[src/common/rsi_pkg.sv]
// constants for the reset source and initialization control block
// Overview of operation
// - seven init sources ranked: por, alternate pin, bus reset, bus_n_a, d3-to-d0, soft, selective
// - software reset targets also hit by d3-to-d0, alternate and bus reset
// - eeprom autoload only after por, alternate, bus reset or bus_n_a
// - mac config, multicast hash, microcode reset by all but selective reset
// - pme state cleared by por/alternate; bus reset/bus_n_a only without aux power
// - config pins sampled only on por, alternate or bus reset
// - alternate, bus reset, bus_n_a end mgmt transaction, force status and rx inactive
// - aborted mgmt read by d3-d0/soft/selective returns zeros until cycle ends
// - aborted mgmt write by d3-d0/soft/selective changes no state
// - after d3-to-d0 assert mgmt alert output
// - after d3-to-d0 set init bit in mgmt status word
// - soft/selective reset report init like d3-d0, leave status and rx enable
// - bus_n_a acts as reset on its deasserting edge
// - in d3, bus reset initializes on its trailing edge
// - mgmt alert is open-drain active low
package rsi_pkg;
    // register offsets (byte addresses)
    localparam logic [3:0] RSI_OFS_STATUS = 4'h0;
    localparam logic [3:0] RSI_OFS_ENABLE = 4'h4;
    localparam logic [3:0] RSI_OFS_CLEAR = 4'h8;
    localparam logic [3:0] RSI_OFS_CTRL = 4'hC;
    // control register bits
    localparam int RSI_CTRL_SOFT = 0;
    localparam int RSI_CTRL_SEL = 1;
    localparam int RSI_CTRL_ACK = 2;
    // action vector bits
    localparam int RSI_ACT_EEPROM = 0;
    localparam int RSI_ACT_UCODE = 1;
    localparam int RSI_ACT_MAC = 2;
    localparam int RSI_ACT_PTRS = 3;
    localparam int RSI_ACT_CFGREG = 4;
    localparam int RSI_ACT_PHY = 5;
    localparam int RSI_ACT_PME = 6;
    localparam int RSI_ACT_STATS = 7;
    localparam int RSI_ACT_PINS = 8;
    localparam int RSI_ACT_MGMT_KILL = 9;
    localparam int RSI_ACT_MGMT_ABORT = 10;
    localparam int RSI_ACT_REPORT = 11;
    localparam int RSI_ACT_W = 12;
    // source index, precedence order; event status uses the same layout
    localparam int RSI_SRC_POR = 0;
    localparam int RSI_SRC_ALT = 1;
    localparam int RSI_SRC_BUS = 2;
    localparam int RSI_SRC_ISO = 3;
    localparam int RSI_SRC_D3D0 = 4;
    localparam int RSI_SRC_SOFT = 5;
    localparam int RSI_SRC_SEL = 6;
    localparam int RSI_SRC_N = 7;
    localparam logic [RSI_SRC_N-1:0] RSI_STATUS_RST = 7'h01;
    localparam logic [1:0] RSI_PS_D3 = 2'h3;
    localparam logic [1:0] RSI_PS_D0 = 2'h0;
    typedef enum logic [1:0] {
        RSI_MG_IDLE = 2'b00,
        RSI_MG_READ = 2'b01,
        RSI_MG_WRITE = 2'b10,
        RSI_MG_ZERO = 2'b11
    } rsi_mg_e;
endpackage

[src/verilog/rsi_top.sv]
// reset source ranking, initialization fan-out and management-bus abort control
`timescale 1ns/1ns
module rsi_top (
    // clock and reset
    input wire logic ref_clk_i,
    input wire logic rst_i,
    // reset sources
    input wire logic por_i,
    input wire logic alternate_reset_n_i,
    input wire logic bus_reset_n_i,
    input wire logic bus_n_a_i,
    input wire logic [1:0] power_state_i,
    input wire logic aux_power_select_pin_i,
    input wire logic [7:0] cfg_pins_i,
    // management controller transaction side
    input wire logic mg_read_start_i,
    input wire logic mg_write_start_i,
    input wire logic mg_cycle_end_i,
    input wire logic [7:0] mg_rd_data_i,
    input wire logic mg_wr_valid_i,
    input wire logic mg_status_set_i,
    input wire logic mg_rx_en_set_i,
    // management outputs
    output logic [7:0] mg_rd_data_o,
    output logic mg_wr_commit_o,
    output logic mg_status_o,
    output logic mg_rx_en_o,
    output logic mg_init_bit_o,
    output logic mgmt_alert_n_o,
    output logic mgmt_alert_n_oe_n_o,
    // init actions
    output logic [11:0] init_act_o,
    output logic [7:0] cfg_latched_o,
    output logic pme_state_o,
    // avalon-mm slave
    input wire logic [3:0] avs_address,
    input wire logic avs_read,
    input wire logic avs_write,
    input wire logic [31:0] avs_writedata,
    output logic [31:0] avs_readdata,
    output logic avs_waitrequest,
    output logic irq_o
);
    logic alt_q_r, bus_q_r, iso_q_r, por_q_r;
    logic [1:0] ps_q_r;
    logic [6:0] src;
    logic [11:0] act_nxt;
    logic [6:0] status_r, enable_r;
    logic soft_pulse, sel_pulse, ack_pulse;
    logic alert_pend_r;
    rsi_pkg::rsi_mg_e mg_st_r;

    // edge history; reset values idle so nothing fires on release
    always_ff @(posedge ref_clk_i) begin
        if (rst_i) begin
            alt_q_r <= 1'b1;
            bus_q_r <= 1'b1;
            iso_q_r <= 1'b1;
            por_q_r <= 1'b0;
            ps_q_r <= rsi_pkg::RSI_PS_D0;
        end else begin
            alt_q_r <= alternate_reset_n_i;
            bus_q_r <= bus_reset_n_i;
            iso_q_r <= bus_n_a_i;
            por_q_r <= por_i;
            ps_q_r <= power_state_i;
        end
    end

    // software commands arrive as register writes
    assign soft_pulse = avs_write && !avs_waitrequest && avs_address == rsi_pkg::RSI_OFS_CTRL
        && avs_writedata[rsi_pkg::RSI_CTRL_SOFT];
    assign sel_pulse = avs_write && !avs_waitrequest && avs_address == rsi_pkg::RSI_OFS_CTRL
        && avs_writedata[rsi_pkg::RSI_CTRL_SEL];
    assign ack_pulse = avs_write && !avs_waitrequest && avs_address == rsi_pkg::RSI_OFS_CTRL
        && avs_writedata[rsi_pkg::RSI_CTRL_ACK];

    // source events, in precedence order
    always_comb begin
        src = '0;
        src[rsi_pkg::RSI_SRC_POR] = por_q_r && !por_i;
        src[rsi_pkg::RSI_SRC_ALT] = !alt_q_r && alternate_reset_n_i;
        // bus reset acts on release; in d3 explicitly so
        src[rsi_pkg::RSI_SRC_BUS] = !bus_q_r && bus_reset_n_i;
        src[rsi_pkg::RSI_SRC_ISO] = !iso_q_r && bus_n_a_i;
        src[rsi_pkg::RSI_SRC_D3D0] = ps_q_r == rsi_pkg::RSI_PS_D3
            && power_state_i == rsi_pkg::RSI_PS_D0;
        src[rsi_pkg::RSI_SRC_SOFT] = soft_pulse;
        src[rsi_pkg::RSI_SRC_SEL] = sel_pulse;
    end

    // OR of every active source's effects
    always_comb begin
        logic hard;
        logic wide;
        hard = src[rsi_pkg::RSI_SRC_POR] | src[rsi_pkg::RSI_SRC_ALT]
            | src[rsi_pkg::RSI_SRC_BUS];
        wide = hard | src[rsi_pkg::RSI_SRC_ISO];
        act_nxt = '0;
        act_nxt[rsi_pkg::RSI_ACT_EEPROM] = wide;
        act_nxt[rsi_pkg::RSI_ACT_UCODE] = wide | src[rsi_pkg::RSI_SRC_D3D0]
            | src[rsi_pkg::RSI_SRC_SOFT];
        act_nxt[rsi_pkg::RSI_ACT_MAC] = act_nxt[rsi_pkg::RSI_ACT_UCODE];
        act_nxt[rsi_pkg::RSI_ACT_PTRS] = |src;
        act_nxt[rsi_pkg::RSI_ACT_CFGREG] = wide | src[rsi_pkg::RSI_SRC_D3D0];
        act_nxt[rsi_pkg::RSI_ACT_PHY] = hard;
        act_nxt[rsi_pkg::RSI_ACT_PME] = src[rsi_pkg::RSI_SRC_POR] | src[rsi_pkg::RSI_SRC_ALT]
            | ((src[rsi_pkg::RSI_SRC_BUS] | src[rsi_pkg::RSI_SRC_ISO])
            & !aux_power_select_pin_i);
        act_nxt[rsi_pkg::RSI_ACT_STATS] = |src;
        act_nxt[rsi_pkg::RSI_ACT_PINS] = hard;
        act_nxt[rsi_pkg::RSI_ACT_MGMT_KILL] = wide;
        act_nxt[rsi_pkg::RSI_ACT_MGMT_ABORT] = src[rsi_pkg::RSI_SRC_D3D0]
            | src[rsi_pkg::RSI_SRC_SOFT] | src[rsi_pkg::RSI_SRC_SEL];
        act_nxt[rsi_pkg::RSI_ACT_REPORT] = act_nxt[rsi_pkg::RSI_ACT_MGMT_ABORT];
    end

    // one-cycle action strobes
    always_ff @(posedge ref_clk_i) begin
        if (rst_i) begin
            init_act_o <= '0;
        end else begin
            init_act_o <= act_nxt;
        end
    end

    // configuration straps captured on qualifying sources only
    always_ff @(posedge ref_clk_i) begin
        if (rst_i) begin
            cfg_latched_o <= 8'h00;
        end else if (act_nxt[rsi_pkg::RSI_ACT_PINS]) begin
            cfg_latched_o <= cfg_pins_i;
        end
    end

    // wake event state; set here when mgmt status and rx enable set strobes coincide, clear wins
    always_ff @(posedge ref_clk_i) begin
        if (rst_i) begin
            pme_state_o <= 1'b0;
        end else if (act_nxt[rsi_pkg::RSI_ACT_PME]) begin
            pme_state_o <= 1'b0;
        end else if (mg_status_set_i && mg_rx_en_set_i) begin
            pme_state_o <= 1'b1;
        end
    end

    // management transaction tracker
    always_ff @(posedge ref_clk_i) begin
        if (rst_i) begin
            mg_st_r <= rsi_pkg::RSI_MG_IDLE;
        end else if (act_nxt[rsi_pkg::RSI_ACT_MGMT_KILL]) begin
            mg_st_r <= rsi_pkg::RSI_MG_IDLE;
        end else begin
            case (mg_st_r)
                rsi_pkg::RSI_MG_IDLE: begin
                    if (mg_read_start_i) begin
                        mg_st_r <= rsi_pkg::RSI_MG_READ;
                    end else if (mg_write_start_i) begin
                        mg_st_r <= rsi_pkg::RSI_MG_WRITE;
                    end
                end
                rsi_pkg::RSI_MG_READ: begin
                    if (mg_cycle_end_i) begin
                        mg_st_r <= rsi_pkg::RSI_MG_IDLE;
                    end else if (act_nxt[rsi_pkg::RSI_ACT_MGMT_ABORT]) begin
                        mg_st_r <= rsi_pkg::RSI_MG_ZERO;
                    end
                end
                // aborted write parks in zero state too: no commits until end
                rsi_pkg::RSI_MG_WRITE: begin
                    if (mg_cycle_end_i) begin
                        mg_st_r <= rsi_pkg::RSI_MG_IDLE;
                    end else if (act_nxt[rsi_pkg::RSI_ACT_MGMT_ABORT]) begin
                        mg_st_r <= rsi_pkg::RSI_MG_ZERO;
                    end
                end
                rsi_pkg::RSI_MG_ZERO: begin
                    if (mg_cycle_end_i) begin
                        mg_st_r <= rsi_pkg::RSI_MG_IDLE;
                    end
                end
                default: mg_st_r <= rsi_pkg::RSI_MG_IDLE;
            endcase
        end
    end

    // read data forced to zero once aborted
    always_ff @(posedge ref_clk_i) begin
        if (rst_i) begin
            mg_rd_data_o <= 8'h00;
            mg_wr_commit_o <= 1'b0;
        end else begin
            mg_rd_data_o <= (mg_st_r == rsi_pkg::RSI_MG_READ
                && !act_nxt[rsi_pkg::RSI_ACT_MGMT_ABORT]
                && !act_nxt[rsi_pkg::RSI_ACT_MGMT_KILL]) ? mg_rd_data_i : 8'h00;
            mg_wr_commit_o <= mg_st_r == rsi_pkg::RSI_MG_WRITE && mg_wr_valid_i
                && !act_nxt[rsi_pkg::RSI_ACT_MGMT_ABORT]
                && !act_nxt[rsi_pkg::RSI_ACT_MGMT_KILL];
        end
    end

    // status and receive enable: hard sources and bus_n_a force inactive, others keep
    always_ff @(posedge ref_clk_i) begin
        if (rst_i) begin
            mg_status_o <= 1'b0;
            mg_rx_en_o <= 1'b0;
        end else if (act_nxt[rsi_pkg::RSI_ACT_MGMT_KILL]) begin
            mg_status_o <= 1'b0;
            mg_rx_en_o <= 1'b0;
        end else if (!act_nxt[rsi_pkg::RSI_ACT_REPORT]) begin
            // frozen during the abort cycle
            mg_status_o <= mg_status_o | mg_status_set_i;
            mg_rx_en_o <= mg_rx_en_o | mg_rx_en_set_i;
        end
    end

    // init bit and alert held until mgmt ack; new report wins over ack
    always_ff @(posedge ref_clk_i) begin
        if (rst_i) begin
            mg_init_bit_o <= 1'b0;
            alert_pend_r <= 1'b0;
        end else if (act_nxt[rsi_pkg::RSI_ACT_REPORT]) begin
            mg_init_bit_o <= 1'b1;
            alert_pend_r <= 1'b1;
        end else if (ack_pulse) begin
            mg_init_bit_o <= 1'b0;
            alert_pend_r <= 1'b0;
        end
    end

    // open drain: level always low, enable low means driving
    always_ff @(posedge ref_clk_i) begin
        if (rst_i) begin
            mgmt_alert_n_o <= 1'b0;
            mgmt_alert_n_oe_n_o <= 1'b1;
        end else begin
            mgmt_alert_n_o <= 1'b0;
            mgmt_alert_n_oe_n_o <= !(alert_pend_r || act_nxt[rsi_pkg::RSI_ACT_REPORT]);
        end
    end

    // sticky event status, set wins over clear
    always_ff @(posedge ref_clk_i) begin
        if (rst_i) begin
            status_r <= rsi_pkg::RSI_STATUS_RST;
        end else if (avs_write && !avs_waitrequest && avs_address == rsi_pkg::RSI_OFS_CLEAR) begin
            status_r <= (status_r & ~avs_writedata[6:0]) | src;
        end else begin
            status_r <= status_r | src;
        end
    end

    always_ff @(posedge ref_clk_i) begin
        if (rst_i) begin
            enable_r <= 7'h00;
        end else if (avs_write && !avs_waitrequest && avs_address == rsi_pkg::RSI_OFS_ENABLE) begin
            enable_r <= avs_writedata[6:0];
        end
    end

    always_ff @(posedge ref_clk_i) begin
        if (rst_i) begin
            irq_o <= 1'b0;
        end else begin
            irq_o <= |((status_r | src) & enable_r);
        end
    end

    // one wait state per access: waitrequest drops the cycle after a request
    always_ff @(posedge ref_clk_i) begin
        if (rst_i) begin
            avs_waitrequest <= 1'b1;
            avs_readdata <= 32'h0000_0000;
        end else begin
            avs_waitrequest <= !((avs_read || avs_write) && avs_waitrequest);
            if (avs_read && avs_waitrequest) begin
                case (avs_address)
                    rsi_pkg::RSI_OFS_STATUS: avs_readdata <= {25'h0, status_r};
                    rsi_pkg::RSI_OFS_ENABLE: avs_readdata <= {25'h0, enable_r};
                    rsi_pkg::RSI_OFS_CTRL: avs_readdata <= {29'h0, mg_init_bit_o,
                        mg_rx_en_o, mg_status_o};
                    default: avs_readdata <= 32'h0000_0000;
                endcase
            end
        end
    end

endmodule

[config.mk]
export PLATFORM = sky130hd
export DESIGN_NAME = rsi_top
export DESIGN_NICKNAME = d
export VERILOG_FILES = /design/src/common/rsi_pkg.sv /design/src/verilog/rsi_top.sv
export SDC_FILE = /design/constraint.sdc
export NUM_CORES = 1
export LEC_CHECK = 0
export BUFFER_PORTS_ARGS = -buffer_cell sky130_fd_sc_hd__buf_2
export CORE_ASPECT_RATIO = 1.4
export CORE_MARGIN = 1
export CORE_UTILIZATION = 23
export CTS_CLUSTER_DIAMETER = 120
export CTS_CLUSTER_SIZE = 16
export DETAILED_ROUTE_END_ITERATION = 7
export GPL_TIMING_DRIVEN = 0
export HOLD_SLACK_MARGIN = 0.15
export PLACE_DENSITY_LB_ADDON = 0.15
export SLEW_MARGIN = 15
export SYNTH_ARGS = -nofsm -noshare
export SYNTH_HDL_FRONTEND = slang
export SYNTH_SLANG_ARGS = --single-unit
[constraint.sdc]
create_clock -name ref_clk_i -period 3.2 [get_ports ref_clk_i]
set_input_delay 0.32 -clock ref_clk_i [delete_from_list [all_inputs] [get_ports ref_clk_i]]
set_output_delay 0.32 -clock ref_clk_i [all_outputs]
set_load 0.005 [all_outputs]
==> summary.txt <==
Flow run
  • Max-cap violations: 0

Clock tree
  • Clock sinks: 60
  • CTS tree: yes
  • Hold-fix buffers at CTS: 0
  • Post-CTS resize count: 0
  • Clk root buf: clkbuf_16
  • Clk_lat worst skew: 0.32 ns
  • Setup Buffers After CTS: 0
  • Deepest clock path buffer count: 2
  • Worst-path clk slew: around 0.050 ns
  • CTS Buf Count: 9
  • H-tree depth: 3

Place
  • Global placement routability congestion: 0.770
  • Count of input and output buffers: 85
  • Place WS: 1.30 ns
  • Placed cells: 527
  • DP Wirelength: 5370 um

Pwr
  • Sequential cell fraction of total power: approximately 39%
  • Pwr Density: roughly 570 mW/mm^2
  • Clock power frac: about half
  • Worst VDD drop: 0.228 mV
  • Leak Pwr: between 1.5 and 2 nW
  • Internal: 1.58 mW
  • Combinational Power Share: 10.3%
  • Psw: between 0.4 and 0.5 mW
  • Net Sw Frac: 22.2%

Synth
  • Main area contributors after synthesis: dfxtp_1, buf_4, a21oi_1
  • Area leader, netlist: dfxtp_1
  • Cell count after synthesis: 276
  • Synth async-reset ratio: 0%
  • Avg Cell Area, Syn: between 9 and 10 um^2
  • Cell Area, Synth: ~0.0026 mm^2
  • Synth Warn #: 0
  • Primary FF master, synth: dfxtp_1
  • Sequential area share after synthesis: between 40% and 50%
  • EDFF count, synth: 0
  • Yosys cell types: 41
  • Seq cells post-synth: 60
  • Top cell type's share of synthesized area: 46.8%

Global route
  • First-pass GRT wire length: 11000 um
  • Total global routing overflow: 0
  • Largest net degree at the start of global routing: 11
  • Initial antenna violation count: 0
  • Vias in the first global route: ~2.1k
  • Tot GR Track Use: between 10% and 20%

Worst setup path
  • CP startpoint kind: flop
  • Max Fanout on Critical Path: 8
  • R2r setup slk: 1.53 ns
  • Levels on crit path: 4
  • Critical path arrival: 1.94 ns
  • Critical path's slowest cell: a21oi_1
  • WS Path Type: flop to flop
  • WP data required: about 3.5 ns
  • CP delay by family, top: simple AND/OR/NAND/NOR gates
  • Buf+Inv Stages, Crit Path: 0
  • Critical-path cell list: and4bb_2 -> a21oi_1 -> and4_4 -> and2_1
  • CP max stage delay: 0.54 ns
  • FF-to-FF path depth: 4
  • CP Capture Type: flop

Die
  • Initial Utilization: approximately a quarter
  • Floorplan row count: 45
  • # IOs: about 140
  • CORE AREA: between 0.01 and 0.015 mm^2
  • Full die area: 0.0116 mm^2
  • Die span in y: 127 um
  • Die W: 91.3 um

Route
  • Final ANT Viol Nets: 0
  • Drt first pass iters: 4
  • Via count: 2258
  • Routed WL: 6970 um
  • DR WL/cell: 12.8 um
  • Vias per inst: 4.16
  • DR iter-0 viols: 45
  • DRC viols: 0

STA
  • Rel. slew slack: 51.3%
  • Slew Limit Fails: 0
  • Actual slew at the worst max-slew pin: 0.727 ns
  • Endpoints failing setup: 0
  • Max Freq: about 600 MHz
  • Min Tclk post-route: 1.67 ns
  • Tcrit/Tclk final: 52.1%
  • RSZ-0062 raised after global routing: false
  • Setup_tns: 0 ns
  • Worst setup margin: between 1.5 and 2 ns
  • Hold Vio Cnt, Final: 0
  • Final clock skew: between 0.004 and 0.005 ns

Layout
  • Most common cell after layout, fill and taps aside: buf_2
  • Ratio of cells with drive above 1 in the final layout: 36.1%
  • N_diodes: 0
  • Layout area overhead: 39.5%
  • Most frequent cells in the layout: buf_2, dfxtp_1, buf_4, conb_1, nor2_1
  • Final cell count without fillers: 543
  • Fin nets: 471

Worst hold path
  • Hold Path Stages: 2
  • Worst Hold Class: primary input to flop

Run status
  • Status: finished, final reports clean
## synthesized netlist by cell type, types with 2 or more instances
master and count:
dfxtp_1 60, mux2i_1 10, or2_2 3, o21ai_0 7, a211o_1 2, a2111oi_0 2, a211oi_1 2, nor2_1 25
o2bb2ai_1 3, and2_1 11, clkbuf_1 7, nor3_1 5, nand3_1 15, nand2_1 14, a22oi_1 7, inv_1 7
buf_4 32, nor2b_1 8, ha_1 5, nand2b_1 3, nor4_1 2, a21oi_1 24, mux2_2 4
## power by group through the flow
stage          registers, mW  logic, mW  clock network (mW)
5_1_grt                0.799      0.235                1.10
6_report               0.795      0.209                1.02
3_5_place_dp           0.811      0.211                   0
2_1_floorplan          0.810      0.124                   0
4_1_cts                0.795      0.212                1.06
3_3_place_gp           0.809      0.210                   0
## sequential cells by signal (all words and copies together) (netlist names), 2 cells and up
register,flops
init_act_o,7
mg_st_r,2
ps_q_r,2
cfg_latched_o,8
enable_r,7
status_r,7
mg_rd_data_o,8
avs_readdata,7
## cells by family (layout without fill, tap and decap cells)
kind of cell	Yosys count	in the layout	synth area share, %
AND/OR/NAND/NOR	94	94	19.7
flip-flops	60	60	46.8
AO/OA/AOI/OAI	53	53	13.1
buffers and inverters	49	150	12.2
multiplexers	14	14	5.66
adder cells (fa/ha/maj)	5	5	2.44
other	1	26	0.146
## worst reg2reg max path, stage by stage, from the launching register on
cell and delay (ns):
dfxtp_1 0.29, and4bb_2 0.29, a21oi_1 0.54, and4_4 0.36, and2_1 0.13
## path summary, 6_finish.rpt
path,from,to
max,ps_q_r[0]$_SDFF_PP0_,mg_rd_data_o[6]$_SDFF_PP0_
min,mg_rd_data_i[1],mg_rd_data_o[1]$_SDFF_PP0_
max reg2reg,ps_q_r[0]$_SDFF_PP0_,mg_rd_data_o[6]$_SDFF_PP0_
min reg2reg,cfg_latched_o[6]$_SDFFE_PP0P_,cfg_latched_o[6]$_SDFFE_PP0P_
## stage by stage
stage / hold slack [ns] / power, mW / utilization (%) / instance area [um^2]
floorplan: 0.420 / 0.934 / - / 2660
global placement: 0.448 / 1.02 / 30.0 / 3260
detailed placement: 0.453 / 1.02 / 30.0 / 3260
CTS: 0.175 / 2.07 / 32.9 / 3580
global route: 0.176 / 2.13 / 32.9 / 3580
finish: 0.190 / 2.03 / 32.9 / 3580
## final cells by class
class | instances | area, um^2
Multi-Input combinational cell | 192 | 1140
Sequential cell | 60 | 1200
Inverter | 7 | 26.3
Buffer | 42 | 287
Fill cell | 1171 | 7290
Clock buffer | 11 | 243
Timing Repair Buffer | 85 | 425
Tap cell | 141 | 176
Clock inverter | 5 | 75.1
## layer usage
metal,vias up,global-route usage [%],wire (um)
li1,1141,-,-
met1,1022,14.3,2890
met2,83,21.8,3510
met3,12,2.88,407
met4,0,6.82,176
met5,-,0,0
Power figures use the tool's default switching activity.
